**src/hw/cnfec_regs.vh**
```
// Purpose: constants for the can node frame and error control block
// Assumes: 11-bit identifiers, counters 9 bits wide
// Notes: included by every design file
`ifndef CNFEC_REGS_VH
`define CNFEC_REGS_VH
`define CNFEC_ID_W 11
`define CNFEC_FUNC_MSB 10
`define CNFEC_FUNC_LSB 7
`define CNFEC_ADDR_MSB 6
`define CNFEC_ADDR_LSB 0
`define CNFEC_MAX_BYTES 4'h8
`define CNFEC_ADDR_MIN 7'h01
`define CNFEC_ADDR_MAX 7'h7f
`define CNFEC_WARN_LIM 9'h060
`define CNFEC_PASS_LIM 9'h080
`define CNFEC_OFF_LIM 9'h0ff
`define CNFEC_ERR_INC 9'h008
`define CNFEC_RX_INC 9'h001
`endif

```
**src/hw/cnfec_node.v**
```verilog
// Purpose: can slave node frame acceptance, arbitration and error state
// Assumes: a bit-level controller outside delivers decoded frames and events
// Notes: all outputs are registered
// How it works
// accept standard ids, drop extended frames
// data frame: id plus zero to eight bytes
// remote frame for our id triggers reply
// smallest identifier wins arbitration
// errors raise counters, successes lower them
// low counters: error active, flags errors
// counter at warning limit: warning flag
// passive: stop flagging others' errors
// bus off: no transmit, no receive
// node address 1 to 127, unique
// multibyte values least significant byte first
// id split: function bits 10-7, address 6-0
// limits 96, 128, transmit above 255
`timescale 1ns/10ps
`include "cnfec_regs.vh"
module cnfec_node (
	input wire i_ref_clk,
	input wire i_rstn,
	input wire [6:0] i_node_address_setting,
	input wire i_rx_valid,
	input wire i_rx_ext,
	input wire i_rx_remote,
	input wire [`CNFEC_ID_W-1:0] i_rx_id,
	input wire [3:0] i_rx_len,
	input wire [63:0] i_rx_data,
	input wire i_tx_req,
	input wire [`CNFEC_ID_W-1:0] i_tx_id,
	input wire [3:0] i_tx_len,
	input wire [63:0] i_tx_data,
	input wire [3:0] i_reply_func,
	input wire [3:0] i_reply_len,
	input wire [63:0] i_reply_data,
	input wire i_bus_req,
	input wire [`CNFEC_ID_W-1:0] i_bus_id,
	input wire i_tx_done,
	input wire i_tx_err,
	input wire i_rx_err,
	input wire i_rx_err_own,
	input wire i_bus_off_reset,
	output reg o_rx_valid,
	output reg o_rx_remote,
	output reg [3:0] o_rx_func,
	output reg [6:0] o_rx_addr,
	output reg [3:0] o_rx_len,
	output reg [63:0] o_rx_data,
	output reg o_tx_start,
	output reg [`CNFEC_ID_W-1:0] o_tx_id,
	output reg [3:0] o_tx_len,
	output reg [63:0] o_tx_data,
	output reg o_err_flag,
	output reg o_warning,
	output reg o_err_passive,
	output reg o_bus_off,
	output reg o_addr_ok,
	output reg [8:0] o_tec,
	output reg [8:0] o_rec
);
	////////////////////////////////////////////////////////////////////////////////
	localparam ST_ACTIVE = 3'b001;
	localparam ST_PASSIVE = 3'b010;
	localparam ST_OFF = 3'b100;

	reg [2:0] state;
	reg [2:0] next_state;
	reg [6:0] addr_meta;
	reg [6:0] addr;
	reg reply_pend;
	wire [8:0] tec;
	wire [8:0] rec;
	wire own_wins;
	wire rx_take;
	wire addr_valid;
	wire want_tx;
	wire [`CNFEC_ID_W-1:0] want_id;
	wire [3:0] rlen;
	wire [3:0] tlen;

	// length field may read up to 15; clamp to the eight-byte data field
	function [3:0] clamp_len;
		input [3:0] len;
		begin
			clamp_len = (len > `CNFEC_MAX_BYTES) ? `CNFEC_MAX_BYTES : len;
		end
	endfunction

	////////////////////////////////////////////////////////////////////////////////
	assign addr_valid = (addr >= `CNFEC_ADDR_MIN) && (addr <= `CNFEC_ADDR_MAX);
	// extended frames and everything while bus off are dropped
	assign rx_take = i_rx_valid && !i_rx_ext && (state != ST_OFF);
	assign rlen = clamp_len(i_rx_len);
	assign tlen = clamp_len(i_tx_len);
	// a pending remote reply outranks a fresh local request
	assign want_tx = (reply_pend || i_tx_req) && (state != ST_OFF) && addr_valid;
	assign want_id = reply_pend ? {i_reply_func, addr} : i_tx_id;

	cnfec_arb u_arb (
		.i_own_id(want_id),
		.i_own_req(want_tx),
		.i_bus_id(i_bus_id),
		.i_bus_req(i_bus_req),
		.o_own_wins(own_wins)
	);

	cnfec_errcnt u_tec (
		.i_ref_clk(i_ref_clk),
		.i_rstn(i_rstn),
		.i_clear(state == ST_OFF && i_bus_off_reset),
		.i_err(i_tx_err && state != ST_OFF),
		.i_ok(i_tx_done && state != ST_OFF),
		.i_step(`CNFEC_ERR_INC),
		.o_count(tec)
	);

	cnfec_errcnt u_rec (
		.i_ref_clk(i_ref_clk),
		.i_rstn(i_rstn),
		.i_clear(state == ST_OFF && i_bus_off_reset),
		.i_err(i_rx_err && state != ST_OFF),
		.i_ok(rx_take),
		.i_step(`CNFEC_RX_INC),
		.o_count(rec)
	);

	////////////////////////////////////////////////////////////////////////////////
	// error state from counters
	always @* begin
		next_state = state;
		case (state)
			ST_ACTIVE: begin
				if (tec > `CNFEC_OFF_LIM) begin
					next_state = ST_OFF;
				end else if (tec >= `CNFEC_PASS_LIM || rec >= `CNFEC_PASS_LIM) begin
					next_state = ST_PASSIVE;
				end
			end
			ST_PASSIVE: begin
				if (tec > `CNFEC_OFF_LIM) begin
					next_state = ST_OFF;
				end else if (tec < `CNFEC_PASS_LIM && rec < `CNFEC_PASS_LIM) begin
					next_state = ST_ACTIVE;
				end
			end
			ST_OFF: begin
				// leaves only on an explicit recovery request
				if (i_bus_off_reset) begin
					next_state = ST_ACTIVE;
				end
			end
			default: begin
				next_state = ST_ACTIVE;
			end
		endcase
	end

	always @(posedge i_ref_clk or negedge i_rstn) begin
		if (!i_rstn) begin
			state <= ST_ACTIVE;
		end else begin
			state <= next_state;
		end
	end

	////////////////////////////////////////////////////////////////////////////////
	// address strap comes from pins: two flops before any logic reads it
	// only the second flop feeds the decode, so a switch change mid-edge is safe
	always @(posedge i_ref_clk or negedge i_rstn) begin
		if (!i_rstn) begin
			addr_meta <= 7'h00;
			addr <= 7'h00;
		end else begin
			addr_meta <= i_node_address_setting;
			addr <= addr_meta;
		end
	end

	////////////////////////////////////////////////////////////////////////////////
	// receive path
	always @(posedge i_ref_clk or negedge i_rstn) begin
		if (!i_rstn) begin
			o_rx_valid <= 1'b0;
			o_rx_remote <= 1'b0;
			o_rx_func <= 4'h0;
			o_rx_addr <= 7'h00;
			o_rx_len <= 4'h0;
			o_rx_data <= 64'h0;
			reply_pend <= 1'b0;
		end else begin
			o_rx_valid <= rx_take;
			if (rx_take) begin
				o_rx_remote <= i_rx_remote;
				o_rx_func <= i_rx_id[`CNFEC_FUNC_MSB:`CNFEC_FUNC_LSB];
				o_rx_addr <= i_rx_id[`CNFEC_ADDR_MSB:`CNFEC_ADDR_LSB];
				// remote frames carry no data field
				o_rx_len <= i_rx_remote ? 4'h0 : rlen;
				// byte 0 in bits 7:0, so lsb-first values land in place
				o_rx_data <= i_rx_remote ? 64'h0 : i_rx_data;
			end
			// a new remote request for our reply object wins over the clear
			if (rx_take && i_rx_remote && addr_valid &&
				i_rx_id == {i_reply_func, addr}) begin
				reply_pend <= 1'b1;
			end else if (own_wins && reply_pend) begin
				reply_pend <= 1'b0;
			end else if (state == ST_OFF) begin
				reply_pend <= 1'b0;
			end
		end
	end

	////////////////////////////////////////////////////////////////////////////////
	// transmit path; a lost arbitration simply retries next cycle
	always @(posedge i_ref_clk or negedge i_rstn) begin
		if (!i_rstn) begin
			o_tx_start <= 1'b0;
			o_tx_id <= 11'h000;
			o_tx_len <= 4'h0;
			o_tx_data <= 64'h0;
		end else begin
			o_tx_start <= own_wins;
			if (own_wins) begin
				o_tx_id <= want_id;
				o_tx_len <= reply_pend ? clamp_len(i_reply_len) : tlen;
				o_tx_data <= reply_pend ? i_reply_data : i_tx_data;
			end
		end
	end

	////////////////////////////////////////////////////////////////////////////////
	// status and error signalling
	always @(posedge i_ref_clk or negedge i_rstn) begin
		if (!i_rstn) begin
			o_err_flag <= 1'b0;
			o_warning <= 1'b0;
			o_err_passive <= 1'b0;
			o_bus_off <= 1'b0;
			o_addr_ok <= 1'b0;
			o_tec <= 9'h000;
			o_rec <= 9'h000;
		end else begin
			// passive nodes only flag errors in their own frames
			o_err_flag <= (state == ST_ACTIVE && (i_rx_err || i_tx_err)) ||
				(state == ST_PASSIVE && (i_tx_err || i_rx_err_own));
			o_warning <= (state != ST_OFF) &&
				(tec >= `CNFEC_WARN_LIM || rec >= `CNFEC_WARN_LIM);
			o_err_passive <= (state == ST_PASSIVE);
			o_bus_off <= (state == ST_OFF);
			o_addr_ok <= addr_valid;
			o_tec <= tec;
			o_rec <= rec;
		end
	end
endmodule // cnfec_node

```
**src/hw/cnfec_arb.v**
```verilog
// Purpose: identifier arbitration among contending frames
// Assumes: all contenders present in the same cycle
// Notes: smallest identifier wins
`timescale 1ns/10ps
`include "cnfec_regs.vh"
module cnfec_arb (
	input wire [`CNFEC_ID_W-1:0] i_own_id,
	input wire i_own_req,
	input wire [`CNFEC_ID_W-1:0] i_bus_id,
	input wire i_bus_req,
	output wire o_own_wins
);
	// ties go to us: same id means same frame on a sane bus
	assign o_own_wins = i_own_req && (!i_bus_req || (i_own_id <= i_bus_id));
endmodule // cnfec_arb

```
**src/hw/cnfec_errcnt.v**
```verilog
// Purpose: one saturating error counter
// Assumes: one event per cycle at most
// Notes: error step wins over success step
`timescale 1ns/10ps
`include "cnfec_regs.vh"
module cnfec_errcnt (
	input wire i_ref_clk,
	input wire i_rstn,
	input wire i_clear,
	input wire i_err,
	input wire i_ok,
	input wire [8:0] i_step,
	output reg [8:0] o_count
);
	wire [9:0] sum;
	assign sum = {1'b0, o_count} + {1'b0, i_step};
	always @(posedge i_ref_clk or negedge i_rstn) begin
		if (!i_rstn) begin
			o_count <= 9'h000;
		end else if (i_clear) begin
			o_count <= 9'h000;
		end else if (i_err) begin
			o_count <= sum[9] ? 9'h1ff : sum[8:0];
		end else if (i_ok && o_count != 9'h000) begin
			o_count <= o_count - 9'h001;
		end
	end
endmodule // cnfec_errcnt

```
**config.mk**
```make
export PLATFORM = sky130hd
export DESIGN_NAME = cnfec_node
export DESIGN_NICKNAME = d
export VERILOG_FILES = /design/src/hw/cnfec_node.v /design/src/hw/cnfec_arb.v /design/src/hw/cnfec_errcnt.v
export VERILOG_INCLUDE_DIRS = /design/src /design/src/hw
export SDC_FILE = /design/constraint.sdc
export NUM_CORES = 1
export LEC_CHECK = 0
export ABC_AREA = 1
export ABC_CLOCK_PERIOD_IN_PS = 2350
export BUFFER_PORTS_ARGS = -buffer_cell sky130_fd_sc_hd__buf_4
export CORE_MARGIN = 1.5
export CORE_UTILIZATION = 35
export DETAILED_ROUTE_END_ITERATION = 8
export GPL_TIMING_DRIVEN = 0
export SETUP_SLACK_MARGIN = 0.2
export SYNTH_ARGS = -nofsm -noshare
export SYNTH_HDL_FRONTEND = slang
export SYNTH_SLANG_ARGS = --single-unit
```
**constraint.sdc**
```tcl
create_clock -name i_ref_clk -period 2.35 [get_ports i_ref_clk]
set_clock_uncertainty 0.05 [all_clocks]
set_input_delay 0.1175 -clock i_ref_clk [delete_from_list [all_inputs] [get_ports i_ref_clk]]
set_output_delay 0.1175 -clock i_ref_clk [all_outputs]
set_load 0.005 [all_outputs]
```
Word level (Yosys, flattened, before mapping). Cells that the tools add are included.

Register bits: 220. Latch bits: 0. Memory bits (writable): 0. Memory bits (read-only): 0. Bits of input ports: 260. Output and inout bits: 184. Word-level logic and storage cells: 108. Memories: 0.

Add/sub/neg operators: 4. $mul: 0. Divide/modulo/power cells: 0. $lt $le $gt $ge: 13. Equality and inequality tests: 8. Shift operators: 0. Multiplexer cells: 25. Bitwise operators: 0. Reduce and logical (&&, ||, !) cells: 35.

Operators by type and width (count): 2-to-1 mux 64 bit (2); 2-to-1 mux 9 bit (8); logical AND 1 bit (20); 2-to-1 mux 4 bit (5); >= comparator 9 x 7 -> 1 bit, second input constant (2); >= comparator 9 x 8 -> 1 bit, second input constant (2); less-than comparator 9 x 8 -> 1 bit, second input constant (2); nonzero test 9 bit (2); subtractor 9 x 1 -> 9 bit, second input constant (2); 2-to-1 mux 3 bit (5); greater-than comparator 4 bit, second input constant (3); == test 11 bit (1); less-or-equal comparator 11 bit (1); 2-to-1 mux 11 bit (1); adder 9 x 1 -> 10 bit, second input constant (1); adder 9 x 4 -> 10 bit, second input constant (1); greater-than comparator 9 x 8 -> 1 bit, second input constant (1); != test 3 bit, second input constant (3); case mux 3 bit (3 select lines) (1); nonzero test 3 bit (3); >= comparator 7 x 1 -> 1 bit, second input constant (1); less-or-equal comparator 7 bit, second input constant (1); logical OR 1 bit (7); == test 3 x 1 -> 1 bit, second input constant (1); 6 further kinds (9).

Depth between registers and ports, before layout.
Word-level depth: 7. Depth in mapped cells: 16. Gate-level depth less buffers: 14.

Hierarchy. From an unflattened synthesis, not the netlist that was laid out.

Cell total of the unflattened synthesis: 1365. Area total of the unflattened synthesis: 10965.5 µm².

By module, submodules not included: cnfec_node (times used 1, cells an instance 926, area each 8341.8 µm², sequential area each 5056.1 µm²); cnfec_errcnt (u_tec) (times used 1, cells an instance 193, area each 1144.8 µm², sequential area each 225.2 µm²); cnfec_errcnt (u_rec) (times used 1, cells an instance 191, area each 1138.6 µm², sequential area each 225.2 µm²); cnfec_arb (times used 1, cells an instance 55, area each 340.3 µm², sequential area each 0.0 µm²).

Least setup slack after synthesis. OpenSTA, ideal clock, no wires.

Path type: register to register. Start: reg reply_pend. End: reg o_tx_id[0]. Library setup time: 0.117 ns. Arrival time: 1.957 ns. Required time: 2.183 ns. Path slack: 0.227 ns. Cell stages (with the launch flop): 14. Buffers on the path: 2. Period minus slack after synthesis: 2.123 ns. Path through: dfrtp_1 inv_2 clkbuf_1 nand2_1 nand2_1 ha_1 a21oi_1 o21a_1 nand3_1 nand2_4 nand2_2 buf_4 nand2_1 nand2_1.

Word-level cells in the longest chain between the ends: 4. Elaborated cells between the ends (all ways): 7. Classes of those cells: order compare: 1; mux: 1; reduce/logical: 5.

RTL lines: start: declaration (RTL line cnfec_node.v:71) `reg reply_pend;`; start signal: assignment (RTL line cnfec_node.v:190) `reply_pend <= 1'b0;`; start signal: assignment (RTL line cnfec_node.v:205) `reply_pend <= 1'b1;`; start signal: assignment (RTL line cnfec_node.v:207) `reply_pend <= 1'b0;`; 2-to-1 mux 11 bit (RTL line cnfec_node.v:98) `assign want_id = reply_pend ? {i_reply_func, addr} : i_tx_id;`; net u_arb.i_own_id[8] (RTL line cnfec_arb.v:7) `` input wire [`CNFEC_ID_W-1:0] i_own_id, ``; less-or-equal comparator 11 bit (RTL line cnfec_arb.v:14) `assign o_own_wins = i_own_req && (!i_bus_req || (i_own_id <= i_bus_id));`; logical OR 1 bit (RTL line cnfec_arb.v:14); logical AND 1 bit (RTL line cnfec_arb.v:14); end signal: assignment (RTL line cnfec_node.v:225) `o_tx_id <= want_id;`; end: declaration (RTL line cnfec_node.v:51) `` output reg [`CNFEC_ID_W-1:0] o_tx_id, ``.

The timed path passes the listed nets, and every way through them passes these cells. A chain may end at the register's enable or synchronous reset.

Worst setup path after layout.
Start: reg reply_pend. End: reg o_tx_data[16].

Word-level cells in the longest chain between the ends: 4. Elaborated cells between the ends (all ways): 8. Classes of those cells: order compare: 1; mux: 2; reduce/logical: 5.

RTL lines: 2-to-1 mux 11 bit (RTL line cnfec_node.v:98); net u_arb.i_own_id[4] (RTL line cnfec_arb.v:7); less-or-equal comparator 11 bit (RTL line cnfec_arb.v:14); logical OR 1 bit (RTL line cnfec_arb.v:14); logical AND 1 bit (RTL line cnfec_arb.v:14); end signal: assignment (RTL line cnfec_node.v:227) `o_tx_data <= reply_pend ? i_reply_data : i_tx_data;`; end: declaration (RTL line cnfec_node.v:53) `output reg [63:0] o_tx_data,`.

The timed path passes the listed nets, and every way through them passes these cells.

==> results.toml <==
[routing]
ant_nets = 0
wl_mm = 41.7
vias = 11808
drcViolationCount = 0
routed_via_density = 4.77
wl_per_cell_um = 16.9
dr.pass1.iters = 5
dr.first_iter.drc_count = 552

[hold_path]
min_path_type = "input port to register"
hp-start = "i_reply_func[3]"
whs_path_depth = 5

[critical_path]
r2r_cells = 16
cpPeakStageDelay_ns = 0.43
crit_type = "register to register"
worstPathMaxFanout = 8
r2r_start = "reply_pend"
worstPathArrival_ns = 2.73
cp_slowest_cell = "dfrtp_2"
cp-start-kind = "register"
worstPathCellList = "clkinv_4 > buf_8 > nand2_4 > o21ai_2 > ha_1 > nand2_2 > nor2_4 > nand4_1 > nand2_1 > inv_2 > nand2_8 > nand2_8 > buf_12 > clkbuf_16 > nand2_2 > nand2_1"
worstSetupEndpointType = "register"
required_ns = 2.72
crit_path_start = "reply_pend"

[logic_synthesis]
syn_area_per_cell_um2 = 7.97
ys_ff_latch = 220
synthFlopType = "dfrtp_1"
synth-edff-count = 0
yosys_warnings = 0
ys_seq_area_share_pct = 52.6
synthesis.nets = 1593
netlist_area_um2 = 10500
async_reset_ff_share_pct = 100
synth_cells = 1314
synth_cell_types = 39

[clock_tree]
h-tree-depth = 1
cts-root-buf = "clkbuf_16"
clk_latency_ns = 0.53
cts_tree = "yes"
cts.sinks = 220
clk_pin_slew_ns = 0.06
cts_buffer_depth = 3
numCtsBuffers = 26

[outcome]
status = "finished with violations"
failed_checks = "setup timing"

[floorplan]
row_count = 63
start_util_pct = 35.4
die_h_um = 176
ios = 444
die-width_um = 176
fp.dieArea_um2 = 31000
core_um2 = 29600

[finish]
drive_above_1_share_pct = 33.5
nets = 2340
syn_to_final_growth_pct = 79.4
final_cell_count_no_fill = 2473

[global_routing]
grt_pass1_vias = 11956
grt_util_all_layers_pct = 26.2
grt_pass1_wl_mm = 64.1
antenna_found_initial = 2
grt_max_degree = 115
grt.overflow.total = 0

[sta]
hold_viol = 0
fin_crit_sh_pct = 100
setup_viol = 9
relSlewSlack_pct = 40.1
fin_ws_ns = -0.0113
maxSlewViolCount = 0
max_freq_mhz = 424
worst_pin_slew_ns = 0.899
layout_min_cycle_time_ns = 2.36
grt_setup_unrepaired = "true"
whs_ns = 0.0143

[placement]
dp_cells = 2148
port_buffers = 443
dp.final_hpwl_mm = 28.4
gp_congestion = 0.883

[pwr]
irDropWorstVdd_uv = 502
power_density_nw_per_um2 = 812
fin_total_pwr_mw = 15.3
power_leakage_nw = 9.74

[flow_run]
maxCapViolCount = 0
[logic make-up (layout without fill, tap and decap cells)]
logic type	count (synthesis)	in the layout	synth area share (%)
and+or+nand+nor	801	801	31.4
DFF	220	220	52.6
AOI/OAI and AO/OA	130	130	6.82
buffers and inverters	127	894	5.47
adders and majority gates	19	19	2.27
xor gates and xnor gates	17	17	1.42
other	0	2	0
[power breakdown]
| group | total (mW) | leakage (nW) | switching (mW) | internal, mW |
|---|---|---|---|---|
| logic | 5.22 | 6.53 | 2.54 | 2.68 |
| registers | 5.59 | 2.74 | 0.793 | 4.80 |
| clock network | 4.44 | 0.469 | 1.65 | 2.79 |
| total | 15.3 | 9.74 | 4.98 | 10.3 |
[layer usage]
layer | up-vias | part of all wire [%] | global-route usage, %
li1 | 5682 | - | -
met1 | 5581 | 38 | 30.2
met2 | 439 | 51 | 47.5
met3 | 106 | 6.5 | 4.95
met4 | 0 | 4.1 | 10.8
met5 | - | 0 | 0
[state kept, by name, indices dropped and copies added, names as in the netlist, 4 cells and up]
register / flops
o_tx_id: 11
addr_meta: 7
o_rx_func: 4
o_rx_len: 4
o_rx_addr: 7
o_tec: 9
u_tec.o_count: 9
u_rec.o_count: 9
o_rx_data: 64
addr: 7
o_rec: 9
o_tx_data: 64
o_tx_len: 4
[area by class of cell]
class,instances,area (um^2)
fill,2444,10800
timing repair buffer,719,6190
sequential,220,5510
multi-input combinational,967,4930
clock buffer,40,805
tap,390,488
buffer,67,484
inverter,60,230
clock inverter,8,148
antenna,2,5.00
[repair_timing]
item,4_1_cts,5_1_grt
hold buffers,243,0
gates cloned,4,2
endpoints found under the setup margin,81,81
resized for setup,116,70
endpoints found under the hold margin,273,0
setup buffers,22,4
pin swaps,16,13
[synthesized netlist by cell type (2+ instances only)]
library cell,instances,share of area [%]
nor2_1,24,0.86
nand2_2,7,0.42
buf_4,10,0.72
o21ai_1,6,0.29
xnor2_1,8,0.67
xor2_1,9,0.75
inv_1,53,1.9
clkbuf_1,20,0.72
nand2_1,619,22
ha_1,19,2.3
o22ai_1,2,0.12
dfrtp_1,219,52
nand4_2,2,0.24
a22o_1,3,0.25
nand4_1,7,0.42
a21oi_1,7,0.33
nor2_2,4,0.24
nor2_4,2,0.22
nor3_1,6,0.29
buf_6,2,0.22
buf_2,35,1.7
nand3b_1,2,0.14
inv_2,6,0.22
o31ai_1,3,0.22
nand3_1,122,5.8
o21ai_0,97,4.6
nand3_2,2,0.19
o211ai_1,7,0.50
[worst max-delay path, delay by kind of cell, from the launching register on]
kind | cells | cell delay (ns)
adders and majority gates | 1 | 0.31
DFF | 1 | 0.43
buffers and inverters | 5 | 0.67
AOI/OAI and AO/OA | 1 | 0.06
and+or+nand+nor | 9 | 0.71
[layout by cell type (no fill, tap or decap), drive strengths merged, types with 2 or more instances in the layout]
cell type,count
xnor2,8
o21ai,105
dlygate4sd3,243
a22o,3
o22ai,2
xor2,9
diode,2
nand3,125
inv,58
nand3b,2
nand2,627
nor3,6
bufinv,4
o211ai,7
o31ai,3
nand4,9
ha,19
buf,520
clkbuf,62
dfrtp,219
nor2,30
a21oi,7
clkinv,6
[stage by stage]
step	util (%)	instance area (um^2)	setup WS [ns]	TNS, ns
finish	63.5	18800	-0.0113	-0.0258
global route	63.5	18800	-0.0974	-5.57
CTS	62.5	18500	0.0684	0
detailed placement	48.4	14300	-0.487	-37.34
global placement	48.3	14300	-0.634	-167.27
floorplan	-	10500	0.227	0
[worst paths after layout]
check / to / slack, ns
min in group asynchronous: o_tx_data[36] / 0.14
hold reg to reg: addr[1] / 0.30
max in group asynchronous: o_rx_data[63] / 1.04
setup / recovery: o_tx_data[16] / -0.01
hold / removal: reply_pend / 0.01
setup reg to reg: o_tx_data[16] / -0.01
(Power assumes the default switching activity.)
